===== src/logic/eep_pkg.sv =====
/*
 * eep_pkg: constants and carrier types for the serial eeprom slave engine.
 * assumes a 20 MHz system clock sampling the two-wire bus pins.
 */
package eep_pkg;
	// fixed memory type code of the select byte; the value is arbitrary
	localparam logic [3:0] EEP_TYPE_CODE = 4'h6;
	// bit positions inside the select byte
	localparam int EEP_SEL_RW_POS = 0;
	localparam int EEP_SEL_CS_LSB = 1;
	localparam int EEP_SEL_TYPE_LSB = 4;
	// bit slot of the acknowledge (ninth pulse) and bit count at which a stop may start programming
	localparam logic [3:0] EEP_ACK_SLOT = 4'h8;
	localparam logic [3:0] EEP_STOP_SLOT = 4'h1;
	// mask of the implemented address range, wraps from last to 00h
	localparam logic [15:0] EEP_ADDR_MASK = 16'h7FFF;
	// reset values
	localparam logic [15:0] EEP_ADDR_RST = 16'h0000;
	localparam logic [7:0] EEP_BYTE_RST = 8'h00;
	localparam logic [3:0] EEP_CNT_RST = 4'h0;
	// self-timed programming time, in ns, and its count at 20 MHz
	localparam int EEP_CLK_NS = 50;
	localparam int EEP_PROG_TIME_NS = 5000000;
	localparam int EEP_PROG_CYCLES = EEP_PROG_TIME_NS / EEP_CLK_NS;
	localparam logic [23:0] EEP_TMR_RST = 24'h000000;

	typedef enum logic [3:0] {
		EEP_IDLE = 4'b0000,
		EEP_DEVSEL = 4'b0001,
		EEP_ADDR_HI = 4'b0010,
		EEP_ADDR_LO = 4'b0011,
		EEP_WDATA = 4'b0100,
		EEP_RDATA = 4'b0101,
		EEP_BUSY = 4'b0110
	} eep_state_t;

	// request to the memory array and its page latches
	typedef struct packed {
		logic wr;
		logic commit;
		logic abort;
		logic [15:0] addr;
		logic [7:0] data;
	} eep_mem_t;
endpackage


===== src/logic/eep_slave.sv =====
/*
 * eep_slave: two-wire eeprom slave protocol engine with page latch port.
 * assumes scl/sda/strap pins are asynchronous to i_mclk and that the
 * array answers i_mem_rdata combinationally from o_mem.addr.
 */
// Notes on behaviour
// - start is sda falling while scl high; master starts every command.
// - watch for start always except while programming; ignore bus until start.
// - stop is sda rising while scl high; it ends the exchange.
// - read ended by master nack then stop puts device in standby.
// - transmitter releases sda after eight bits; receiver pulls low on ninth.
// - sda sampled on scl rise; master changes sda only while scl low.
// - select byte msb first; type code and chip select bits must match.
// - eighth select bit is direction, one read, zero write.
// - on match acknowledge ninth slot; on mismatch release and go standby.
// - after write select, take two address bytes, acknowledging each.
// - sixteen bit address, upper byte first then lower byte.
// - write protect high from start to address end refuses data bytes.
// - programming starts only on stop right after a data byte acknowledge.
// - during programming sda stays released and all requests are ignored.
// - byte write is one data byte, acked only when unprotected, then stop.
// - page write takes one to sixty-four bytes within a single row.
// - after each written byte only the low six address bits advance.
// - polling select byte gets no acknowledge until programming is done.
// - reads behave the same whatever the write protect level.
// - random read is address write, repeated start, read select, nack, stop.
// - with write protect high select and address bytes are still acked.
// - address counter advances by one after every byte output in a read.
// - read address wraps from the last location back to 00h.
// - nack after a sent byte ends the read and enters standby.
module eep_slave
	import eep_pkg::*;
#(
	parameter int PROG_CYCLES = EEP_PROG_CYCLES
)
(
	// clock and reset
	input wire logic i_mclk,
	input wire logic i_rst_b,
	// two-wire bus pins
	input wire logic i_scl,
	input wire logic i_sda_i,
	output logic o_sda_o,
	output logic o_sda_oe,
	// straps
	input wire logic i_write_protect_in,
	input wire logic i_chip_sel_bit0,
	input wire logic i_chip_sel_bit1,
	input wire logic i_chip_sel_bit2,
	// memory array port
	output eep_mem_t o_mem,
	input wire logic [7:0] i_mem_rdata,
	output logic o_busy
);
	logic [5:0] sync1_r;
	logic [5:0] sync2_r;
	logic scl_d_r;
	logic sda_d_r;
	eep_state_t state_r, state_nxt;
	logic [3:0] cnt_r, cnt_nxt;
	logic in_ack_r, in_ack_nxt;
	logic [7:0] sh_r, sh_nxt;
	logic [15:0] addr_r, addr_nxt;
	logic wp_seen_r, wp_seen_nxt;
	logic wr_any_r, wr_any_nxt;
	logic oe_r, oe_nxt;
	logic [23:0] tmr_r, tmr_nxt;
	eep_mem_t mem_r, mem_nxt;
	logic [23:0] busy_len_r;

	wire scl_s = sync2_r[0];
	wire sda_s = sync2_r[1];
	wire wp_s = sync2_r[2];
	wire [2:0] cs_s = sync2_r[5:3];
	wire scl_rise = scl_s & ~scl_d_r;
	wire scl_fall = ~scl_s & scl_d_r;
	wire start_det = scl_s & scl_d_r & sda_d_r & ~sda_s;
	wire stop_det = scl_s & scl_d_r & ~sda_d_r & sda_s;
	wire busy = state_r == EEP_BUSY;
	wire rx_state = state_r == EEP_DEVSEL || state_r == EEP_ADDR_HI ||
		state_r == EEP_ADDR_LO || state_r == EEP_WDATA;
	wire sel_match = sh_r[7:EEP_SEL_TYPE_LSB] == EEP_TYPE_CODE &&
		sh_r[EEP_SEL_TYPE_LSB-1:EEP_SEL_CS_LSB] == cs_s;
	wire enter_ack = scl_fall & (cnt_r == EEP_ACK_SLOT) & ~in_ack_r;
	wire leave_ack = scl_fall & in_ack_r;
	wire wr_ok = state_r == EEP_WDATA && !wp_seen_r;
	wire go_wr = enter_ack & wr_ok;
	wire commit_ok = state_r == EEP_WDATA && cnt_r == EEP_STOP_SLOT &&
		!in_ack_r && wr_any_r;
	wire prog_done = tmr_r == PROG_CYCLES[23:0] - 24'h000001;

	function automatic logic [15:0] eep_inc(input logic [15:0] a);
		eep_inc = (a + 16'h0001) & EEP_ADDR_MASK;
	endfunction

	// two-flop synchronisers for every pin, one more stage for edges
	always_ff @(posedge i_mclk or negedge i_rst_b)
	begin
		if (!i_rst_b)
		begin
			sync1_r <= 6'h03;
			sync2_r <= 6'h03;
			scl_d_r <= 1'b1;
			sda_d_r <= 1'b1;
		end
		else
		begin
			sync1_r <= {i_chip_sel_bit2, i_chip_sel_bit1, i_chip_sel_bit0,
				i_write_protect_in, i_sda_i, i_scl};
			sync2_r <= sync1_r;
			scl_d_r <= sync2_r[0];
			sda_d_r <= sync2_r[1];
		end
	end

	always_comb
	begin
		state_nxt = state_r;
		cnt_nxt = cnt_r;
		in_ack_nxt = in_ack_r;
		sh_nxt = sh_r;
		addr_nxt = addr_r;
		wp_seen_nxt = wp_seen_r;
		wr_any_nxt = wr_any_r;
		oe_nxt = oe_r;
		tmr_nxt = EEP_TMR_RST;
		mem_nxt = '0;
		if (busy)
		begin
			// bus is ignored while the timer runs
			oe_nxt = 1'b0;
			tmr_nxt = tmr_r + 24'h000001;
			if (prog_done)
				state_nxt = EEP_IDLE;
		end
		else if (start_det)
		begin
			state_nxt = EEP_DEVSEL;
			cnt_nxt = EEP_CNT_RST;
			in_ack_nxt = 1'b0;
			oe_nxt = 1'b0;
			wp_seen_nxt = wp_s;
			wr_any_nxt = 1'b0;
			mem_nxt.abort = wr_any_r;
		end
		else if (stop_det)
		begin
			state_nxt = commit_ok ? EEP_BUSY : EEP_IDLE;
			mem_nxt.commit = commit_ok;
			mem_nxt.abort = wr_any_r & ~commit_ok;
			wr_any_nxt = 1'b0;
			oe_nxt = 1'b0;
		end
		else if (state_r != EEP_IDLE)
		begin
			if (state_r == EEP_DEVSEL || state_r == EEP_ADDR_HI ||
				state_r == EEP_ADDR_LO)
				wp_seen_nxt = wp_seen_r | wp_s;
			if (scl_rise && !in_ack_r && cnt_r != EEP_ACK_SLOT)
			begin
				// shift in on the rise; read mode shifts data out
				sh_nxt = {sh_r[6:0], sda_s};
				cnt_nxt = cnt_r + 4'h1;
			end
			else if (scl_rise && in_ack_r && state_r == EEP_RDATA)
			begin
				addr_nxt = eep_inc(addr_r);
				if (sda_s)
					state_nxt = EEP_IDLE;
			end
			if (scl_fall && !in_ack_r && cnt_r != EEP_ACK_SLOT &&
				state_r == EEP_RDATA)
				oe_nxt = ~sh_r[7];
			else if (enter_ack)
			begin
				in_ack_nxt = 1'b1;
				oe_nxt = 1'b0;
				if (state_r == EEP_DEVSEL)
				begin
					oe_nxt = sel_match;
					if (!sel_match)
						state_nxt = EEP_IDLE;
				end
				else if (rx_state)
					oe_nxt = state_r != EEP_WDATA || wr_ok;
				if (state_r == EEP_ADDR_HI)
					addr_nxt[15:8] = sh_r;
				if (state_r == EEP_ADDR_LO)
					addr_nxt[7:0] = sh_r;
				if (go_wr)
				begin
					mem_nxt.wr = 1'b1;
					mem_nxt.data = sh_r;
					wr_any_nxt = 1'b1;
					addr_nxt[5:0] = addr_r[5:0] + 6'h01;
				end
			end
			else if (leave_ack)
			begin
				in_ack_nxt = 1'b0;
				cnt_nxt = EEP_CNT_RST;
				oe_nxt = 1'b0;
				case (state_r)
					EEP_DEVSEL:
						state_nxt = sh_r[EEP_SEL_RW_POS] ? EEP_RDATA :
							EEP_ADDR_HI;
					EEP_ADDR_HI:
						state_nxt = EEP_ADDR_LO;
					EEP_ADDR_LO:
						state_nxt = EEP_WDATA;
					default:
						state_nxt = state_r;
				endcase
				if (state_r == EEP_RDATA || (state_r == EEP_DEVSEL &&
					sh_r[EEP_SEL_RW_POS]))
				begin
					// read path never looks at write protect
					sh_nxt = i_mem_rdata;
					oe_nxt = ~i_mem_rdata[7];
				end
			end
		end
		mem_nxt.addr = go_wr ? addr_r : addr_nxt;
	end

	always_ff @(posedge i_mclk or negedge i_rst_b)
	begin
		if (!i_rst_b)
		begin
			state_r <= EEP_IDLE;
			cnt_r <= EEP_CNT_RST;
			in_ack_r <= 1'b0;
			sh_r <= EEP_BYTE_RST;
			addr_r <= EEP_ADDR_RST;
			wp_seen_r <= 1'b0;
			wr_any_r <= 1'b0;
			oe_r <= 1'b0;
			tmr_r <= EEP_TMR_RST;
			mem_r <= '0;
			o_busy <= 1'b0;
		end
		else
		begin
			state_r <= state_nxt;
			cnt_r <= cnt_nxt;
			in_ack_r <= in_ack_nxt;
			sh_r <= sh_nxt;
			addr_r <= addr_nxt;
			wp_seen_r <= wp_seen_nxt;
			wr_any_r <= wr_any_nxt;
			oe_r <= oe_nxt;
			tmr_r <= tmr_nxt;
			mem_r <= mem_nxt;
			o_busy <= state_nxt == EEP_BUSY;
		end
	end

	assign o_sda_o = 1'b0;
	assign o_sda_oe = oe_r;
	assign o_mem = mem_r;

	chk_busy_release: assert property (
		@(posedge i_mclk) disable iff (!i_rst_b)
		busy |=> !o_sda_oe)
		else $error("sda driven during programming");
	chk_busy_ignores_start: assert property (
		@(posedge i_mclk) disable iff (!i_rst_b)
		busy && !prog_done && start_det |=> state_r == EEP_BUSY)
		else $error("start accepted during programming");
	chk_start_to_select: assert property (
		@(posedge i_mclk) disable iff (!i_rst_b)
		!busy && start_det |=> state_r == EEP_DEVSEL && !o_sda_oe)
		else $error("start not taken");
	chk_stop_ends_exchange: assert property (
		@(posedge i_mclk) disable iff (!i_rst_b)
		!busy && stop_det |=> (state_r == EEP_IDLE || state_r == EEP_BUSY)
			&& !o_sda_oe)
		else $error("stop did not end exchange");
	chk_commit_slot: assert property (
		@(posedge i_mclk) disable iff (!i_rst_b)
		o_mem.commit |-> $past(state_r) == EEP_WDATA &&
			$past(cnt_r) == EEP_STOP_SLOT && state_r == EEP_BUSY)
		else $error("programming started outside stop slot");
	chk_protect_blocks: assert property (
		@(posedge i_mclk) disable iff (!i_rst_b)
		state_r == EEP_WDATA && wp_seen_r && enter_ack |=>
			!o_mem.wr && !o_sda_oe)
		else $error("protected data byte accepted");
	chk_row_wrap: assert property (
		@(posedge i_mclk) disable iff (!i_rst_b)
		o_mem.wr |-> addr_r[15:6] == o_mem.addr[15:6] &&
			addr_r[5:0] == o_mem.addr[5:0] + 6'h01)
		else $error("write address left its row");
	chk_nack_standby: assert property (
		@(posedge i_mclk) disable iff (!i_rst_b)
		state_r == EEP_RDATA && in_ack_r && scl_rise && sda_s && !stop_det
			|=> state_r == EEP_IDLE ##1 !o_sda_oe)
		else $error("read continued after nack");
	chk_select_mismatch: assert property (
		@(posedge i_mclk) disable iff (!i_rst_b)
		state_r == EEP_DEVSEL && enter_ack && !sel_match && !start_det &&
			!stop_det |=> state_r == EEP_IDLE && !o_sda_oe)
		else $error("mismatched select byte answered");
	// length of the current programming cycle, for the check below
	always_ff @(posedge i_mclk or negedge i_rst_b)
	begin
		if (!i_rst_b)
			busy_len_r <= EEP_TMR_RST;
		else if (o_busy)
			busy_len_r <= busy_len_r + 24'h000001;
		else
			busy_len_r <= EEP_TMR_RST;
	end

	chk_prog_length: assert property (
		@(posedge i_mclk) disable iff (!i_rst_b)
		$fell(o_busy) |-> busy_len_r == PROG_CYCLES[23:0])
		else $error("programming cycle length wrong");
endmodule


===== config.mk =====
export PLATFORM = sky130hd
export DESIGN_NAME = eep_slave
export DESIGN_NICKNAME = d
export VERILOG_FILES = /design/src/logic/eep_pkg.sv /design/src/logic/eep_slave.sv
export SDC_FILE = /design/constraint.sdc
export NUM_CORES = 1
export LEC_CHECK = 0
export ABC_AREA = 1
export CORE_MARGIN = 2
export CORE_UTILIZATION = 30
export CTS_CLUSTER_DIAMETER = 30
export DETAILED_ROUTE_END_ITERATION = 10
export DONT_BUFFER_PORTS = 1
export PLACE_DENSITY_LB_ADDON = 0.08
export SYNTH_ARGS = -nofsm -noshare
export SYNTH_HDL_FRONTEND = slang
export SYNTH_SLANG_ARGS = --single-unit

===== constraint.sdc =====
create_clock -name i_mclk -period 1.7 [get_ports i_mclk]
set_input_delay 0.085 -clock i_mclk [delete_from_list [all_inputs] [get_ports i_mclk]]
set_output_delay 0.085 -clock i_mclk [all_outputs]
set_load 0.005 [all_outputs]

# == Yosys cells after proc, flatten, opt, wreduce, memory -nomap -nowiden ==
# Cells that the tools add are included.
# op_classes
addsub,4
eq_ne,17
muxes,83
bitwise,24
reduce_logical,35
# ops
cell,count
16-bit 2-to-1 mux,9
8-bit 2-to-1 mux,14
4-bit 2-to-1 mux,20
1-bit 2-to-1 mux,32
"24-bit by 1-bit adder with 24-bit output, second input constant",1
"24-bit by 17-bit equality test with 1-bit output, second input constant",1
24-bit 2-to-1 mux,1
"4-bit by 3-bit equality test with 1-bit output, second input constant",5
"15-bit by 1-bit adder with 15-bit output, second input constant",1
1-bit logical AND,13
1-bit AND,12
4-bit one-hot mux with 3 select lines,1
3-bit nonzero test,4
1-bit NOT,11
5-bit AND reduction,2
3-bit 2-to-1 mux,3
"4-bit by 1-bit equality test with 1-bit output, second input constant",2
"4-bit by 2-bit equality test with 1-bit output, second input constant",2
4-bit AND reduction,2
4-bit nonzero test,2
"6-bit by 1-bit adder with 6-bit output, second input constant",1
6-bit 2-to-1 mux,1
6-bit nonzero test,1
1-bit logical OR,5
other kinds (13),17
# word_totals
reg_bits,102
in_bits,16
wordCells,182

# == Depth between registers and ports, before layout ==
# Gate-level depths: netlist of run 1.
# logic_depth
depth_word,15
mapped_depth,14
ltp_nobuf,14

# == Worst setup path after synthesis of run 1 ==
# Ideal clock, no wire load.
# synth_path
kind,reg2reg
from,register cnt_r[0]
to,register cnt_r[3]
setup_ns,0.114
arrival_time_ns,1.575
setup_slack_ns,0.011
stages_incl_launch_ff,13
path_buffers,0
period_less_slack_ns,1.689
cell_sequence,dfrtp_1 > inv_1 > ha_1 > nand2_1 > nor2_2 > nor3_1 > inv_1 > nor2_2 > nand2_1 > nor2_1 > nand2_1 > nand3_1 > inv_1
# synth_via
elab_chain_cells,9
# synth_rtl
item,line_no,rtl
"start, declared",eep_slave.sv:60,"logic [3:0] cnt_r, cnt_nxt;"
"start signal, assigned",eep_slave.sv:245,cnt_r <= cnt_nxt;
"parallel branches: the longest is 5 deep, another holds 4-bit by 1-bit adder with 4-bit output",-,
4-bit 2-to-1 mux *,eep_slave.sv:171,if (scl_fall && !in_ack_r && cnt_r != EEP_ACK_SLOT &&
4-bit 2-to-1 mux *,eep_slave.sv:154,else if (state_r != EEP_IDLE)
4-bit 2-to-1 mux *,eep_slave.sv:146,else if (stop_det)
4-bit 2-to-1 mux *,eep_slave.sv:136,else if (start_det)
# Every way passes the cells marked *. The select of a mux whose other input is x is not followed.
# A chain may end at the register's enable or synchronous reset.

==> results of run 1 <==
-- power breakdown --
part           switching, mW  internal, mW
combinational           2.08          1.66
clock                  0.970          1.30
sequential             0.432          2.85
-- cell usage in the layout, fill, tap and decap left out, types with 18 or more instances in the layout --
cell / n
nand2_1: 150
dfrtp_1: 94
buf_4: 86
inv_1: 71
nor2_1: 66
nand3_1: 40
nand2_2: 26
o21ai_0: 26
buf_6: 21
a21oi_1: 18
-- metrics by stage --
stage,util (%),cells,hold slack [ps],setup WS [ps]
2_1_floorplan,-,690,-211,11.2
3_3_place_gp,35.2,977,-208,-64.7
3_5_place_dp,35.2,977,-207,-119
4_1_cts,38.9,1013,-596,-62.0
5_1_grt,43.3,1046,-604,-194
6_report,43.3,1046,-587,-98.0
-- metal layers --
layer | vias to the layer above | track usage (%) | share of wire, %
li1 | 2475 | - | -
met4 | 0 | 6.30 | 1.8
met1 | 2343 | 22.7 | 47
met3 | 14 | 2.52 | 3.0
met2 | 88 | 26.0 | 48
met5 | - | 0 | 0
-- layout make-up --
type / count / area (µm²) / area share [%]
Inverter: 91 / 354 / 4.73
Clock inverter: 7 / 95.1 / 1.27
Sequential cell: 102 / 2560 / 34.2
Tap cell: 225 / 282 / 3.76
Timing Repair Buffer: 128 / 1160 / 15.5
Clock buffer: 9 / 225 / 3.01
Multi-Input combinational cell: 484 / 2810 / 37.5
-- sequential cells by signal, indices dropped and copies added (netlist names), 4 cells and up --
| register | cells |
|---|---|
| sh_r | 8 |
| o_mem | 27 |
| sync1_r | 6 |
| sync2_r | 6 |
| addr_r | 16 |
| state_r | 4 |
| tmr_r | 24 |
| cnt_r | 4 |
-- timing repair --
item,4_1_cts,5_1_grt
buffers inserted,7,30
cloned,0,3
pin swaps,14,44
hold endpoints to repair,115,102
endpoints found under the setup margin,31,63
gates resized for setup,38,138
-- kinds of logic (layout without fill, tap and decap cells) --
kind of cell,count (synthesis),after routing
xor+xnor,9,9
fa+ha+maj,5,5
buf+inv,104,235
simple gates,366,366
flops,102,102
other cells,1,1
compound gates,103,103
-- path summary, 6_finish.rpt --
check,end,slack (ps),startpoint,cells after the start
worst max register to register,o_mem[12],-100,cnt_r[1],13
worst min register to register,sync2_r[2],360,sync1_r[2],0
max in group asynchronous,sda_d_r,2020,i_rst_b,0
worst max-delay path,o_mem[12],-100,cnt_r[1],13
min in group i_mclk,sh_r[7],60,i_mem_rdata[7],4
worst min-delay path,o_mem[16],-590,i_rst_b,0
==> results.py, run 1 <==
metrics = {
    "synth": {
        "yosys_register_bits": 102,
        "synth_xor_area_share_pct": 1.49,
        "synth_common_cells": "nand2_1, dfrtp_1, nor2_1",
        "synth-simple-area-share_pct": 30.3,
        "syn_avg_cell_area_um2": 7.67,
        "ys.flop_type": "dfrtp_1",
        "syn_inst": 690,
        "syn_area_um2": 5290,
        "synth_nets": 711,
        "synth_warnings": 0,
        "synth_top_area_share_pct": 45.4,
        "synth.distinct_cells": 37,
        "synth_top_cell_by_area": "dfrtp_1",
        "async_flop_share_pct": 100,
        "synth_adder_area_share_pct": 1.18,
        "synth_top_family_by_area": "simple AND/OR/NAND/NOR gates",
        "synth_edf_count": 0,
        "synth_compound_area_share_pct": 10.6,
        "ys_top_cells_by_area": "dfrtp_1, nand2_1, nor2_1",
        "synth-seq-area-share_pct": 48.4,
        "synth.most_common_cell": "nand2_1",
        "synth.area.mux_share_pct": 0,
    },
    "finish": {
        "stdcell_area_um2": 7490,
        "nets": 837,
        "area_delta_synth_final_pct": 41.5,
        "antenna_cells": 0,
        "fillers": 1756,
        "layout-drive-gt1-share_pct": 34.5,
    },
    "sta": {
        "fin_crit_sh_pct": 106,
        "postLayoutSetupSlackWorst_ps": -98.0,
        "tns_ps": -1080,
        "fmax_ghz": 0.556,
        "final_max_slew_viol_count": 0,
        "holdWs_ps": -587,
        "timing_hold_violations_final": 102,
        "min_period_ps": 1800,
        "skew_ps": 11.0,
        "rsz0062_at_grt": "true",
        "finalSetupViolCount": 25,
    },
    "drt": {
        "wl_per_cell_um": 14.5,
        "vias": 4920,
        "drc": 0,
        "drt_iter0_markers": 281,
        "first_pass_iters": 5,
        "viasPerCell": 4.70,
        "wl_um": 15100,
        "antenna_left": 0,
    },
    "power": {
        "p_leak_nw": 3.58,
        "total_power_mw": 9.29,
        "ir_drop_v": 0.000599,
        "power_density_nw_per_um2": 1240,
    },
    "grt": {
        "grt_max_degree": 103,
        "antenna_found_initial": 0,
        "grt.overflow.total": 0,
        "grt_pass1_wl_um": 24100,
        "grt_pass1_vias": 4767,
        "track_usage_pct": 16.5,
    },
    "floorplan": {
        "die_y_um": 137,
        "die_area_um2": 18700,
        "row_count": 48,
        "ios": 46,
        "core_area_um2": 17300,
        "fp.dieW_um": 137,
        "initial_utilization_pct": 30.6,
    },
    "place": {
        "gp_congestion": 0.853,
        "io_buffer_count": 0,
        "hpwl_um": 10500,
        "place_area_um2": 6090,
    },
    "run": {
        "maxCapViolCount": 0,
    },
    "clock_tree": {
        "ctsHoldBuffers": 13,
        "cts_tree": "built",
        "htree_levels": 3,
        "cts.sinks": 102,
        "cts_buffers": 9,
        "path_clk_slew_ps": 70,
        "insertion_delay_ps": 360,
        "cts.root.buffer_cell": "clkbuf_16",
        "cts_max_path_buffers": 2,
    },
    "outcome": {
        "violations": "negative hold slack, negative setup slack",
        "outcome": "complete, but fails checks",
    },
    "setup_path": {
        "endpoint_kind": "register",
        "cp.buffers_inverters": 3,
        "cp_slowest_cell": "dfrtp_1",
        "crit_chain": "inv_2, ha_4, nand2_4, nor2_4, nand2_2, buf_12, nor2_4, buf_4, a21oi_2, nand2_1, nand2_1, nand3_2, o21ai_1",
        "crit_type": "register to register",
        "cp-start-kind": "register",
        "slowest_delay_ps": 390,
        "path_delay_family": "simple AND/OR/NAND/NOR gates",
        "required_ps": 1940,
        "arrival_ps": 2040,
        "crit_fanout": 7,
    },
    "hold_path": {
        "hp-class": "primary input to asynchronous set/reset pin",
    },
}
Note: power is estimated with default switching activity, not from simulation.
==> run 2, diff against run 1 <==
==> constraint.sdc (replaced) <==
create_clock -name i_mclk -period 1.7 [get_ports i_mclk]
set_input_delay 0.085 -clock i_mclk [delete_from_list [all_inputs] [get_ports i_mclk]]
set_output_delay 0.085 -clock i_mclk [all_outputs]
set_load 0.02 [all_outputs]
==> results.py, run 2 (synthesis results as in run 1) <==
metrics = {
    "clock_tree": {
        "cts_max_path_buffers": 2,
        "cts.root.buffer_cell": "clkbuf_16",
        "htree_levels": 3,
        "cts_tree": "built",
        "path_clk_slew_ps": 80,
        "ctsHoldBuffers": 13,
        "cts_buffers": 9,
        "insertion_delay_ps": 360,
        "cts.sinks": 102,
    },
    "setup_path": {
        "crit_fanout": 3,
        "cp-start-kind": "register",
        "arrival_ps": 2000,
        "endpoint_kind": "register",
        "crit_type": "register to register",
        "required_ps": 1930,
    },
    "finish": {
        "area_delta_synth_final_pct": 38.7,
        "final_cell_mix": "nand2_1, dfrtp_1, buf_4",
        "nets": 824,
        "fin_util_pct": 42.5,
        "largest_reg_flops": 27,
        "final_cells": 1033,
        "antenna_cells": 0,
        "mostFrequentLayoutCell": "nand2_1",
        "layout-drive-gt1-share_pct": 32.7,
    },
    "floorplan": {
        "die_y_um": 137,
        "ios": 46,
        "row_count": 48,
        "die_area_um2": 18700,
        "initial_utilization_pct": 30.6,
        "fp.dieW_um": 137,
        "core_area_um2": 17300,
    },
    "sta": {
        "timing_hold_violations_final": 102,
        "holdWs_ps": -584,
        "fmax_ghz": 0.567,
        "skew_ps": 11.0,
        "final_max_slew_viol_count": 0,
        "min_period_ps": 1760,
        "finalSetupViolCount": 15,
        "postLayoutSetupSlackWorst_ps": -63.6,
        "fin_crit_sh_pct": 104,
        "rsz0062_at_grt": "true",
    },
    "drt": {
        "wl_per_cell_um": 14.5,
        "wl_um": 15000,
        "antenna_left": 0,
        "first_pass_iters": 5,
        "viasPerCell": 4.69,
        "drc": 0,
        "drt_iter0_markers": 242,
        "vias": 4849,
    },
    "outcome": {
        "outcome": "complete, but fails checks",
        "violations": "negative hold slack, negative setup slack",
    },
    "grt": {
        "antenna_found_initial": 0,
        "grt_pass1_vias": 4767,
        "grt_pass1_wl_um": 24100,
        "grt.overflow.total": 0,
        "grt_max_degree": 103,
        "track_usage_pct": 16.5,
    },
    "place": {
        "dp.cells": 977,
        "gp_congestion": 0.853,
        "hpwl_um": 10500,
        "io_buffer_count": 0,
        "dpl_worst_slack_ps": -119,
    },
    "hold_path": {
        "hp-class": "primary input to asynchronous set/reset pin",
    },
    "power": {
        "ir_drop_v": 0.000590,
        "power_density_nw_per_um2": 1260,
        "total_power_mw": 9.27,
        "p_leak_nw": 3.48,
    },
    "run": {
        "maxCapViolCount": 0,
    },
}
[run 2: cell count changes in the layout (fill, tap and decap cells not counted), moves of 2 or more]
cell	delta
buf_6	-7
buf_4	-4
a21oi_1	+3
a21oi_2	-3
nand2_1	+3
o21ai_1	+3
o21ai_2	-3
a31oi_2	-2
a31oi_4	+2
inv_4	+2
nand2_4	-2
[run 2: worst paths after layout]
kind                                start          to  slack [ps]  cells past startpoint
max in group asynchronous         i_rst_b     sda_d_r        2030                      0
max reg2reg                    sync2_r[0]   addr_r[1]         -60                     10
max                            sync2_r[0]   addr_r[1]         -60                     10
min in group i_mclk        i_mem_rdata[7]     sh_r[7]          60                      4
min reg2reg                    sync1_r[2]  sync2_r[2]         350                      0
min                               i_rst_b     sh_r[2]        -580                      0
[run 2: layout make-up]
class	count	area (µm²)
flip-flops and latches	102	2560
clock buffers	9	225
repair buffers	115	1020
multi-input cells	484	2800
well taps	225	282
inverters	91	354
clock inverters	7	95.1
fillers	1762	9950
[run 2: report_power, final]
part	internal [mW]	total, mW	switching, mW	leakage [nW]
clock	1.30	2.27	0.974	0.156
sequential	2.85	3.43	0.580	1.33
combinational	1.54	3.57	2.03	2.00
[run 2: layer usage]
layer / part of all wire [%] / up-vias / track usage [%]
met3: 3.2 / 16 / 2.48
met4: 2.0 / 0 / 6.07
met2: 48 / 85 / 26.4
li1: - / 2444 / -
met1: 47 / 2304 / 22.6
met5: 0 / - / 0
[run 2: metrics by stage]
step	setup TNS [ps]	area (µm²)
after detailed placement	-1320	6090
after global placement	-646	6090
final	-516	7340
after global routing	-3400	7340
after CTS	-180	6710
after floorplan	0	5290
[run 2: timing repair]
action | CTS | global route
endpoints found under the setup margin | 31 | 64
gates resized for setup | 33 | 130
pin swaps | 14 | 30
buffers inserted | 7 | 18
endpoints found under the hold margin | 115 | 102
gates cloned | 0 | 3
[run 2: worst max-delay path, stage by stage, from the launching register on]
cell and delay, ps:
dfstp_2 550, inv_1 50, nand2_1 100, nor2_4 50, nand2_2 90, buf_4 120
inv_4 40, buf_4 130, buf_4 140, or2_4 250, a21boi_1 130
==> run 3, diff against run 2 <==
--- a/config.mk
+++ b/config.mk
@@ -12,6 +12,7 @@
 export DETAILED_ROUTE_END_ITERATION = 10
 export DONT_BUFFER_PORTS = 1
 export PLACE_DENSITY_LB_ADDON = 0.08
+export RECOVER_POWER = 50
 export SYNTH_ARGS = -nofsm -noshare
 export SYNTH_HDL_FRONTEND = slang
 export SYNTH_SLANG_ARGS = --single-unit
==> constraint.sdc (replaced) <==
create_clock -name i_mclk -period 1.6 [get_ports i_mclk]
set_input_delay 0.08 -clock i_mclk [delete_from_list [all_inputs] [get_ports i_mclk]]
set_output_delay 0.08 -clock i_mclk [all_outputs]
set_load 0.02 [all_outputs]
==> results.py, run 3 (synthesis results as in run 1) <==
metrics = {
    "setup_path": {
        "crit_chain": "inv_2, nand2_2, nor2_4, nand2_4, buf_4, buf_6, inv_4, buf_6, buf_6, nand3_2, nand4_1, a21oi_2",
        "cp-startpoint": "sync2_r[0]",
        "slowest_delay_ps": 600,
        "path_common_cell": "buf_6",
        "r2r-end": "o_sda_oe",
        "worst-r2r-cell-count": 12,
        "cp-start-kind": "register",
        "r2r-start": "sync2_r[0]",
        "cp.buffers_inverters": 6,
        "rrSetupSlack_ps": -170,
        "required_ps": 1870,
        "endpoint_kind": "register",
        "arrival_ps": 2050,
        "path_delay_family": "flip-flops",
        "crit_type": "register to register",
        "crit_fanout": 5,
        "cp_slowest_cell": "dfstp_2",
    },
    "finish": {
        "multiInputGateArea_um2": 2950,
        "largest_reg_flops": 27,
        "fin_util_pct": 45.1,
        "final-seq-area_um2": 2560,
        "antenna_cells": 0,
        "area_delta_synth_final_pct": 47.2,
        "stdcell_area_um2": 7790,
        "final_cells": 1069,
        "fillers": 1744,
        "final_cell_mix": "nand2_1, buf_4, dfrtp_1",
        "layout-drive-gt1-share_pct": 36.4,
        "nets": 860,
        "mostFrequentLayoutCell": "nand2_1",
    },
    "drt": {
        "wl_per_cell_um": 14.6,
        "first_pass_iters": 5,
        "drc": 0,
        "wl_um": 15600,
        "antenna_left": 0,
        "viasPerCell": 4.70,
        "drt_iter0_markers": 268,
        "vias": 5020,
    },
    "sta": {
        "skew_ps": 10.4,
        "final_max_slew_viol_count": 0,
        "holdWs_ps": -589,
        "postLayoutSetupSlackWorst_ps": -173,
        "finalSetupViolCount": 42,
        "fin_crit_sh_pct": 111,
        "min_period_ps": 1770,
        "rsz0062_at_grt": "true",
        "timing_hold_violations_final": 102,
        "fmax_ghz": 0.564,
    },
    "clock_tree": {
        "ctsHoldBuffers": 13,
        "cts.root.buffer_cell": "clkbuf_16",
        "cts_tree": "built",
        "cts_buffers": 9,
        "insertion_delay_ps": 350,
        "path_clk_slew_ps": 70,
        "htree_levels": 3,
        "cts_max_path_buffers": 2,
        "cts.sinks": 102,
    },
    "place": {
        "io_buffer_count": 0,
        "gp_congestion": 0.830,
        "place_area_um2": 6330,
        "hpwl_um": 10700,
        "dp.cells": 1011,
    },
    "floorplan": {
        "initial_utilization_pct": 30.6,
        "row_count": 48,
        "die_y_um": 137,
        "core_area_um2": 17300,
        "fp.dieW_um": 137,
        "die_area_um2": 18700,
        "ios": 46,
    },
    "power": {
        "power_density_nw_per_um2": 1330,
        "total_power_mw": 10.3,
        "p_leak_nw": 3.73,
        "ir_drop_v": 0.000644,
    },
    "grt": {
        "grt_max_degree": 103,
        "antenna_found_initial": 0,
        "grt_pass1_wl_um": 24500,
        "grt.overflow.total": 0,
        "grt_pass1_vias": 4931,
        "track_usage_pct": 16.9,
    },
    "outcome": {
        "outcome": "complete, but fails checks",
        "violations": "negative hold slack, negative setup slack",
    },
    "run": {
        "maxCapViolCount": 0,
    },
    "hold_path": {
        "hp-class": "primary input to asynchronous set/reset pin",
    },
}
-- run 3: cell count changes in the layout (fill, tap and decap cells not counted), sizes merged --
cell,before,now
clkinv,2,1
bufinv,2,0
inv,93,91
buf,101,138
clkbuf,10,14
-- run 3: report_power, final --
part / internal [mW] / switching [mW]
Sequential: 3.03 / 0.537
Combinational: 2.17 / 2.46
Clock: 1.15 / 0.993
-- run 3: worst max-delay path by stage --
stage                 end  slack [ps]  depth (start not counted)
6_report         o_sda_oe        -170                         12
5_1_grt         o_mem[11]        -300                         13
4_1_cts          o_mem[9]        -180                         13
3_5_place_dp     o_mem[8]        -290                         15
3_3_place_gp     o_mem[8]        -270                         15
2_1_floorplan  addr_r[14]         -10                         12
-- run 3: final cells by class --
cell class,count,area share [%]
Inverter,91,4.61
Timing Repair Buffer,151,17.5
Tap cell,225,3.61
Clock inverter,2,0.209
Multi-Input combinational cell,484,37.8
Sequential cell,102,32.9
Clock buffer,14,3.39
-- run 3: per-stage QoR --
stage	setup slack (ps)	TNS, ps
floorplan	-12.1	-42.7
global placement	-268	-7360
detailed placement	-286	-8040
CTS	-177	-3570
global route	-296	-10850
finish	-173	-4100
-- run 3: what timing repair did --
item,4_1_cts,5_1_grt
pin swaps,21,55
resized for setup,99,116
endpoints found under the setup margin,58,72
buffers inserted,14,14
cloned,3,0
endpoints found under the hold margin,115,102
-- run 3: metal layers --
metal  wire (µm)  global-route usage (%)
met1        7220                    22.2
met2        7500                    27.6
met3         496                    2.89
met4         341                    6.93
met5           0                       0
